[config.mk]
export PLATFORM = sky130hd
export DESIGN_NAME = sscd_settle_clkdiv
export DESIGN_NICKNAME = d
export VERILOG_FILES = /design/src/sscd_pkg.sv /design/src/sscd_div_if.sv /design/src/sscd_event_div.sv /design/src/sscd_settle_clkdiv.sv
export VERILOG_INCLUDE_DIRS = /design/src
export SDC_FILE = /design/constraint.sdc
export NUM_CORES = 1
export LEC_CHECK = 0
export ABC_AREA = 1
export BUFFER_PORTS_ARGS = -buffer_cell sky130_fd_sc_hd__buf_2
export CORE_MARGIN = 1.5
export CORE_UTILIZATION = 55
export DETAILED_ROUTE_END_ITERATION = 16
export GPL_ROUTABILITY_DRIVEN = 0
export GPL_TIMING_DRIVEN = 0
export PLACE_DENSITY = 0.73
export SYNTH_ARGS = -nofsm -noshare
export SYNTH_HDL_FRONTEND = slang
export SYNTH_SLANG_ARGS = --single-unit
[constraint.sdc]
create_clock -name CORE_CLK_I -period 10.14 [get_ports CORE_CLK_I]
set_input_delay 2.028 -clock CORE_CLK_I [delete_from_list [all_inputs] [get_ports CORE_CLK_I]]
set_output_delay 2.028 -clock CORE_CLK_I [all_outputs]
set_load 0.02 [all_outputs]
[src/sscd_defines.svh]
`ifndef SSCD_DEFINES_SVH
`define SSCD_DEFINES_SVH

// register offsets on the configuration port
`define SSCD_OFS_SETTLE_CH1 8'h11
`define SSCD_OFS_SETTLE_CH2 8'h12
`define SSCD_OFS_SETTLE_CH3 8'h13
`define SSCD_OFS_CLKDIV_CH0 8'h14
`define SSCD_OFS_CLKDIV_CH1 8'h15

// clock-divider field layout
`define SSCD_FIN_MSB 15
`define SSCD_FIN_LSB 12
`define SSCD_RSV_MSB 11
`define SSCD_RSV_LSB 10
`define SSCD_FREF_MSB 9
`define SSCD_FREF_LSB 0

// reset values
`define SSCD_RST_SETTLE 16'h0000
`define SSCD_RST_CLKDIV 16'h0000

// settle timing in divided reference cycles
`define SSCD_SETTLE_MIN_TICKS 20'h00020
`define SSCD_SETTLE_MULT_SHIFT 4

`endif

[src/sscd_pkg.sv]
package sscd_pkg;
    // settle sequencer states
    typedef enum logic [0:0] {
        SSCD_IDLE = 1'b0,
        SSCD_SETTLE = 1'b1
    } sscd_state_e;
    // channel number
    typedef logic [1:0] sscd_chan_t;
    // 16-bit register word
    typedef logic [15:0] sscd_word_t;
    // settle down-counter width
    typedef logic [19:0] sscd_settle_t;
endpackage

[src/sscd_div_if.sv]
`timescale 1ns/1ps
`default_nettype none
// link between the block and one of its event dividers
interface sscd_div_if;
    logic [9:0] div_val; // division ratio, zero treated as one
    logic event_in; // one event to count
    logic tick; // one pulse per div_val events
    modport divider (input div_val, input event_in, output tick);
    modport user (output div_val, output event_in, input tick);
endinterface
`default_nettype wire

[src/sscd_event_div.sv]
`timescale 1ns/1ps
`default_nettype none
// counts events and emits one registered pulse per ratio
module sscd_event_div (
    input wire logic clk_i,
    input wire logic rst_i,
    sscd_div_if.divider div
);
    logic [9:0] cnt; // events seen in this period
    logic last; // this event closes the period

    // ratio of zero is reserved and behaves as one
    assign last = ({1'b0, cnt} + 11'h001) >= {1'b0, div.div_val};

    // event counter
    always_ff @(posedge clk_i or posedge rst_i) begin
        if (rst_i) begin
            cnt <= 10'h000;
        end else if (div.event_in) begin
            cnt <= last ? 10'h000 : cnt + 10'h001;
        end
    end

    // registered output pulse
    always_ff @(posedge clk_i or posedge rst_i) begin
        if (rst_i) begin
            div.tick <= 1'b0;
        end else begin
            div.tick <= div.event_in & last;
        end
    end
endmodule
`default_nettype wire

[src/sscd_settle_clkdiv.sv]
`timescale 1ns/1ps
`default_nettype none
`include "sscd_defines.svh"
// Summary of operation
// - wait settle interval before each conversion
// - flag amplitude error if unsettled, when enabled
// - counts 0,1 give 32; else count*16
// - settle registers 16-bit RW, reset zero
// - sensor divider bits 15:12 divide sensor
// - reference divider bits 9:0 divide clock
// - channel 1 dividers share channel 0 layout
// - channel 1 reference from its divider
module sscd_settle_clkdiv
    import sscd_pkg::*;
#(
    parameter bit FOUR_CH = 1'b1 // channels 2 and 3 settle registers present
) (
    input wire logic CORE_CLK_I,
    input wire logic RST_I,
    input wire logic [7:0] REG_ADDR_I,
    input wire logic REG_WR_I,
    input wire logic [15:0] REG_WDATA_I,
    output logic [15:0] REG_RDATA_O,
    input wire logic SENSOR_CH0_I,
    input wire logic SENSOR_CH1_I,
    output logic FIN_CH0_O,
    output logic FIN_CH1_O,
    output logic FREF_TICK_CH0_O,
    output logic FREF_TICK_CH1_O,
    input wire logic CH_START_I,
    input wire logic [1:0] CH_SEL_I,
    input wire logic AMP_SETTLED_I,
    input wire logic AMP_ERR_EN_I,
    output logic SETTLING_O,
    output logic [1:0] ACTIVE_CH_O,
    output logic CONV_START_O,
    output logic AMP_ERR_O
);
    // register storage
    sscd_word_t settle_count_ch1; // channel 1 settle count
    sscd_word_t settle_count_ch2; // channel 2 settle count
    sscd_word_t settle_count_ch3; // channel 3 settle count
    sscd_word_t clock_dividers_ch0; // channel 0 dividers
    sscd_word_t clock_dividers_ch1; // channel 1 dividers

    // sequencer state
    sscd_state_e state; // idle or settling
    sscd_chan_t active_ch; // channel being settled
    sscd_settle_t settle_left; // remaining reference ticks
    logic ref_tick_sel; // reference tick of active channel
    logic start_ok; // start request for a present channel
    logic sensor0_q; // previous sensor 0 level
    logic sensor1_q; // previous sensor 1 level

    // divider links
    sscd_div_if ref0_if ();
    sscd_div_if ref1_if ();
    sscd_div_if fin0_if ();
    sscd_div_if fin1_if ();

    // settle length in reference ticks
    function automatic sscd_settle_t settle_ticks(input sscd_word_t count);
        sscd_settle_t ticks;
        ticks = `SSCD_SETTLE_MIN_TICKS;
        if (count > 16'h0001) begin
            ticks = {count, 4'h0};
        end
        return ticks;
    endfunction

    // settle count register for a channel
    function automatic sscd_word_t settle_of(input sscd_chan_t ch,
                                             input sscd_word_t c1,
                                             input sscd_word_t c2,
                                             input sscd_word_t c3);
        sscd_word_t v;
        v = 16'h0000;
        unique case (ch)
            2'h0: v = 16'h0000; // channel 0 uses the minimum interval
            2'h1: v = c1;
            2'h2: v = c2;
            2'h3: v = c3;
        endcase
        return v;
    endfunction

    // settle count registers
    always_ff @(posedge CORE_CLK_I or posedge RST_I) begin
        if (RST_I) begin
            settle_count_ch1 <= `SSCD_RST_SETTLE;
            settle_count_ch2 <= `SSCD_RST_SETTLE;
            settle_count_ch3 <= `SSCD_RST_SETTLE;
        end else if (REG_WR_I) begin
            if (REG_ADDR_I == `SSCD_OFS_SETTLE_CH1) begin
                settle_count_ch1 <= REG_WDATA_I;
            end
            // channels 2 and 3 only on the wide variant
            if (FOUR_CH && REG_ADDR_I == `SSCD_OFS_SETTLE_CH2) begin
                settle_count_ch2 <= REG_WDATA_I;
            end
            if (FOUR_CH && REG_ADDR_I == `SSCD_OFS_SETTLE_CH3) begin
                settle_count_ch3 <= REG_WDATA_I;
            end
        end
    end

    // clock divider registers, reserved bits stored as written
    always_ff @(posedge CORE_CLK_I or posedge RST_I) begin
        if (RST_I) begin
            clock_dividers_ch0 <= `SSCD_RST_CLKDIV;
            clock_dividers_ch1 <= `SSCD_RST_CLKDIV;
        end else if (REG_WR_I) begin
            if (REG_ADDR_I == `SSCD_OFS_CLKDIV_CH0) begin
                clock_dividers_ch0 <= REG_WDATA_I;
            end
            if (REG_ADDR_I == `SSCD_OFS_CLKDIV_CH1) begin
                clock_dividers_ch1 <= REG_WDATA_I;
            end
        end
    end

    // registered read data, unmapped reads zero
    always_ff @(posedge CORE_CLK_I or posedge RST_I) begin
        if (RST_I) begin
            REG_RDATA_O <= 16'h0000;
        end else begin
            unique case (REG_ADDR_I)
                `SSCD_OFS_SETTLE_CH1: REG_RDATA_O <= settle_count_ch1;
                `SSCD_OFS_SETTLE_CH2: REG_RDATA_O <= FOUR_CH ? settle_count_ch2 : 16'h0000;
                `SSCD_OFS_SETTLE_CH3: REG_RDATA_O <= FOUR_CH ? settle_count_ch3 : 16'h0000;
                `SSCD_OFS_CLKDIV_CH0: REG_RDATA_O <= clock_dividers_ch0;
                `SSCD_OFS_CLKDIV_CH1: REG_RDATA_O <= clock_dividers_ch1;
                default: REG_RDATA_O <= 16'h0000;
            endcase
        end
    end

    // sensor edge history, starts high so a pin already high at reset is no edge
    always_ff @(posedge CORE_CLK_I or posedge RST_I) begin
        if (RST_I) begin
            sensor0_q <= 1'b1;
            sensor1_q <= 1'b1;
        end else begin
            sensor0_q <= SENSOR_CH0_I;
            sensor1_q <= SENSOR_CH1_I;
        end
    end

    assign ref0_if.div_val = clock_dividers_ch0[`SSCD_FREF_MSB:`SSCD_FREF_LSB];
    assign ref0_if.event_in = 1'b1;
    // channel 1 reference from its own field
    assign ref1_if.div_val = clock_dividers_ch1[`SSCD_FREF_MSB:`SSCD_FREF_LSB];
    assign ref1_if.event_in = 1'b1;

    // sensor dividers count rising sensor edges
    assign fin0_if.div_val = {6'h00, clock_dividers_ch0[`SSCD_FIN_MSB:`SSCD_FIN_LSB]};
    assign fin0_if.event_in = SENSOR_CH0_I & ~sensor0_q;
    assign fin1_if.div_val = {6'h00, clock_dividers_ch1[`SSCD_FIN_MSB:`SSCD_FIN_LSB]};
    assign fin1_if.event_in = SENSOR_CH1_I & ~sensor1_q;

    // divider instances
    sscd_event_div u_ref0 (.clk_i(CORE_CLK_I), .rst_i(RST_I), .div(ref0_if.divider));
    sscd_event_div u_ref1 (.clk_i(CORE_CLK_I), .rst_i(RST_I), .div(ref1_if.divider));
    sscd_event_div u_fin0 (.clk_i(CORE_CLK_I), .rst_i(RST_I), .div(fin0_if.divider));
    sscd_event_div u_fin1 (.clk_i(CORE_CLK_I), .rst_i(RST_I), .div(fin1_if.divider));

    // divided clocks out, registered inside the dividers
    assign FREF_TICK_CH0_O = ref0_if.tick;
    assign FREF_TICK_CH1_O = ref1_if.tick;
    assign FIN_CH0_O = fin0_if.tick;
    assign FIN_CH1_O = fin1_if.tick;

    // channels 2 and 3 refused on the narrow variant
    assign start_ok = CH_START_I && (FOUR_CH || !CH_SEL_I[1]);

    // channel 0 on its own reference, others on channel 1 reference
    assign ref_tick_sel = (active_ch == 2'h0) ? ref0_if.tick : ref1_if.tick;

    // settle sequencer and down-counter
    always_ff @(posedge CORE_CLK_I or posedge RST_I) begin
        if (RST_I) begin
            state <= SSCD_IDLE;
            active_ch <= 2'h0;
            settle_left <= 20'h00000;
        end else if (start_ok) begin
            state <= SSCD_SETTLE;
            active_ch <= CH_SEL_I;
            settle_left <= settle_ticks(settle_of(CH_SEL_I, settle_count_ch1,
                                                  settle_count_ch2, settle_count_ch3));
        end else begin
            unique case (state)
                SSCD_IDLE: begin
                    settle_left <= settle_left;
                end
                SSCD_SETTLE: begin
                    if (ref_tick_sel) begin
                        settle_left <= settle_left - 20'h00001;
                        if (settle_left == 20'h00001) begin
                            state <= SSCD_IDLE;
                        end
                    end
                end
            endcase
        end
    end

    // conversion start and amplitude check pulses
    always_ff @(posedge CORE_CLK_I or posedge RST_I) begin
        if (RST_I) begin
            CONV_START_O <= 1'b0;
            AMP_ERR_O <= 1'b0;
        end else begin
            // start only once the interval has elapsed
            CONV_START_O <= !start_ok && state == SSCD_SETTLE && ref_tick_sel
                            && settle_left == 20'h00001;
            // unsettled amplitude at start, reporting enabled
            AMP_ERR_O <= !start_ok && state == SSCD_SETTLE && ref_tick_sel
                         && settle_left == 20'h00001 && !AMP_SETTLED_I && AMP_ERR_EN_I;
        end
    end

    // status outputs
    assign SETTLING_O = (state == SSCD_SETTLE);
    assign ACTIVE_CH_O = active_ch;
endmodule
`default_nettype wire

==> impl_summary.log <==
[metrics] worst-case headroom to the max-slew limit: 0.512
[metrics] total length of routed wires: between 20 and 25 mm
[metrics] fraction of registers with async set or reset after synthesis: 1.00
[metrics] Comb pwr share: 0.180
[metrics] worst min-delay path category: reg2reg
[metrics] Mean Syn Cell Area: 7.81 um^2
[metrics] number of design-rule violations left by the first detailed-router iteration: around 740
[metrics] Total Negative Setup Slacks: 0 ns
[metrics] Antenna Violating Nets Remaining: 0
[metrics] Chip Height: around 130 um
[metrics] LEAKAGE: 0.00510 uW
[metrics] Psw: 528 uW
[metrics] proportion of total power due to net switching: 0.305
[metrics] maximum resistive drop on vdd: 0.130 mV
[metrics] number of global-route vias before repair: 7401
[metrics] hold slack final: 0.497 ns
[metrics] post-synthesis instance area: 8850 um^2
[metrics] signal arrival time at the worst endpoint: 3.69 ns
[metrics] Worst Setup End Kind: flop
[metrics] count of fill cells added during filler insertion: 1391
[metrics] dominant cell by count in the synthesized netlist: nand2_1
[metrics] Yosys warnings: 0
[metrics] IO buf count: a little under 60
[metrics] fraction of post-synthesis cell area in the top cell type by area: 0.467
[metrics] number of antenna violations at the first check in global routing: 0
[metrics] die area: 16900 um^2
[metrics] Internal Dissipation: 1210 uW
[metrics] post-cts repair resize count: 0
[metrics] area used by multi-input combinational logic: 3880 um^2
[metrics] commonest register cell after synthesis: dfrtp_1
[metrics] diodes inserted: 0
[metrics] GR Util All Layers: 0.293
[metrics] fraction of the core area covered by cells at the end of the flow: 0.634
[metrics] cts hold-fix bufs: 0
[metrics] result of the run: finished, final reports clean
[metrics] share of layout cells above drive strength 1: 0.114
[metrics] number of max-slew violations in the final report: 0
[metrics] final setup violation count: 0
[metrics] Nets: 1279
[metrics] number of search-and-repair iterations in the first detailed-routing pass: 6
[metrics] clock network fraction of total power: 0.380
[metrics] insertion delay of the later-clocked pin in the worst-skew pair: 0.44 ns
[metrics] Area growth, synth to finish: 13.5%
[metrics] footprint of the flip-flops and latches: approximately 4200 um^2
[metrics] number of hold-slack violations in the final timing report: 0
[metrics] standard cell core area: roughly 16000 um^2
[metrics] number of clock sinks: 167
[metrics] total via count in the routed design: 7871
[metrics] Num CTS Buffers: 17
[metrics] # DRC: 0
[metrics] half-perimeter wire length of the detailed placement result: 17.0 mm
[metrics] largest net degree at the start of global routing: 115
[metrics] areal power density over the cells: 173 nW/um^2
[metrics] nature of the critical path startpoint: input port
[metrics] maximum achievable frequency: 297 MHz
[metrics] ranking of synthesized cells by instance count: nand2_1 (264), dfrtp_1 (165), inv_1 (154), nor2_1 (124), nand3_1 (117)
[metrics] chip width: around 130 um
[metrics] ranking of synthesized cells by area: dfrtp_1 (47%), nand2_1 (11%), nand3_1 (6.6%)
[metrics] DR vias/cell: 5.47
[metrics] number of H-tree levels: 4
[metrics] number of buffers between clock root and the deepest sink: 2
[metrics] sequential-to-total area share from yosys stat: 0.473
[metrics] total setup buffers inserted after CTS: 0
[metrics] total grt overflow: 0
[metrics] Max-cap violations: 0
[metrics] RSZ-0062 raised after global routing: no
[metrics] Post-Synthesis Cells: 1133
[metrics] routed length per placed instance: roughly 16 um
[metrics] post-synth net total: 1201
[metrics] effective utilization at floorplan: 0.559
[metrics] standard-cell rows: 46
[metrics] root buf cell: clkbuf_16
[metrics] Critical Path RT: between 10 and 15 ns
[metrics] EDFF count, synth: 0
[metrics] post-route minimum period: 3.36 ns
[metrics] highest net fanout along the worst path: 10
[metrics] fraction of power consumed by sequential logic: 0.439
[metrics] pin slew with the least headroom to its limit: 0.728 ns
[metrics] first-pass GRT wire length: 37.4 mm
[metrics] maximum clock skew at final layout: ~0.013 ns
[metrics] flops & latches, synth: 167
[metrics] distinct cell type count of the synthesized netlist: 38
[metrics] clock transition at the registers of the reported paths: 0.06 ns
[metrics] biggest area consumer among synthesized cells: dfrtp_1
[metrics] Ports: 59
[metrics] CTS tree: done
[metrics] critical path type: in2reg
[metrics] share of the clock period used by the worst path: 0.332
## critical path: stages
cell	delay, ns
buf_2	0.11
inv_1	0.22
clkbuf_1	0.52
nand3_1	0.15
nand3_1	0.23
nor2_1	0.06
nand2_1	0.07
nor2_1	0.04
nand2_1	0.07
nand2_1	0.08
nand2_1	0.07
nand2_1	0.04
## sequential cells by signal, indices dropped and copies added, names as in the netlist, 16 cells and up
name	cells
clock_dividers_ch1	16
settle_count_ch3	16
clock_dividers_ch0	16
REG_RDATA_O	16
settle_count_ch1	16
settle_left	20
settle_count_ch2	16
## area by class of cell
type | count | share of cell area
timing repair buffer | 59 | 0.0317
sequential | 167 | 0.417
tap | 216 | 0.0269
buffer | 39 | 0.0192
clock buffer | 22 | 0.0472
multi-input combinational | 769 | 0.387
inverter | 158 | 0.0598
clock inverter | 10 | 0.0121
## stage by stage
stage	setup slack, ns	power (uW)	cell area, um^2	std cells
3_5_place_dp	6.40	1080	9440	1408
6_report	6.78	1740	10000	1440
5_1_grt	6.68	1820	10000	1440
3_3_place_gp	1.70	1070	9410	1407
2_1_floorplan	3.60	994	8850	1133
4_1_cts	6.85	1740	10000	1440
## routing by layer
metal / GRT usage / vias to the layer above / part of all wire
li1: - / 3809 / -
met1: 0.394 / 3736 / 0.44
met2: 0.463 / 277 / 0.47
met3: 0.0652 / 49 / 0.072
met4: 0.117 / 0 / 0.022
met5: 0 / - / 0
## logic make-up after synthesis
logic type | after synthesis | synth area share
AOI/OAI and AO/OA | 148 | 0.0906
and+or+nand+nor | 560 | 0.273
DFF | 167 | 0.473
buffers and inverters | 197 | 0.0888
xor gates and xnor gates | 27 | 0.0267
adders and majority gates | 34 | 0.0481
## worst paths after layout
check | startpoint | endpoint | slack (ns) | cells past startpoint
setup / recovery | CH_SEL_I[0] | settle_left[5] | 6.78 | 12
hold / removal | clock_dividers_ch0[4] | clock_dividers_ch0[4] | 0.50 | 2
setup reg to reg | u_ref0.cnt[0] | u_ref0.cnt[5] | 7.48 | 13
hold reg to reg | clock_dividers_ch0[4] | clock_dividers_ch0[4] | 0.50 | 2
max in group asynchronous | RST_I | sensor0_q | 7.67 | 3
min in group asynchronous | RST_I | REG_RDATA_O[4] | 1.59 | 2
## power groups by stage
stage,registers (uW),clock network (uW),logic [uW]
floorplan,767,0,227
global placement,772,0,299
detailed placement,773,0,311
CTS,761,665,313
global route,769,687,361
finish,762,660,313
## cells in the final DEF, fill, tap and decap left out, types with 3 or more instances in the layout
cell type / instances
o31ai_1: 3
clkinvlp_4: 4
nand2_2: 3
buf_2: 83
nor3_2: 3
nand3_1: 117
a21oi_1: 14
o21a_1: 3
o211ai_1: 4
a21boi_0: 3
dfrtp_1: 165
a31oi_1: 4
nand2_1: 264
nor2_1: 124
a21o_1: 3
o21ai_0: 42
buf_4: 4
nor2_2: 4
inv_1: 153
xor2_1: 25
nor3_1: 8
clkbuf_16: 17
o21ai_1: 64
inv_2: 4
o22ai_1: 5
clkbuf_8: 3
nand4_1: 28
clkbuf_1: 12
ha_1: 34
No activity file was read; power rests on OpenSTA's default activity.
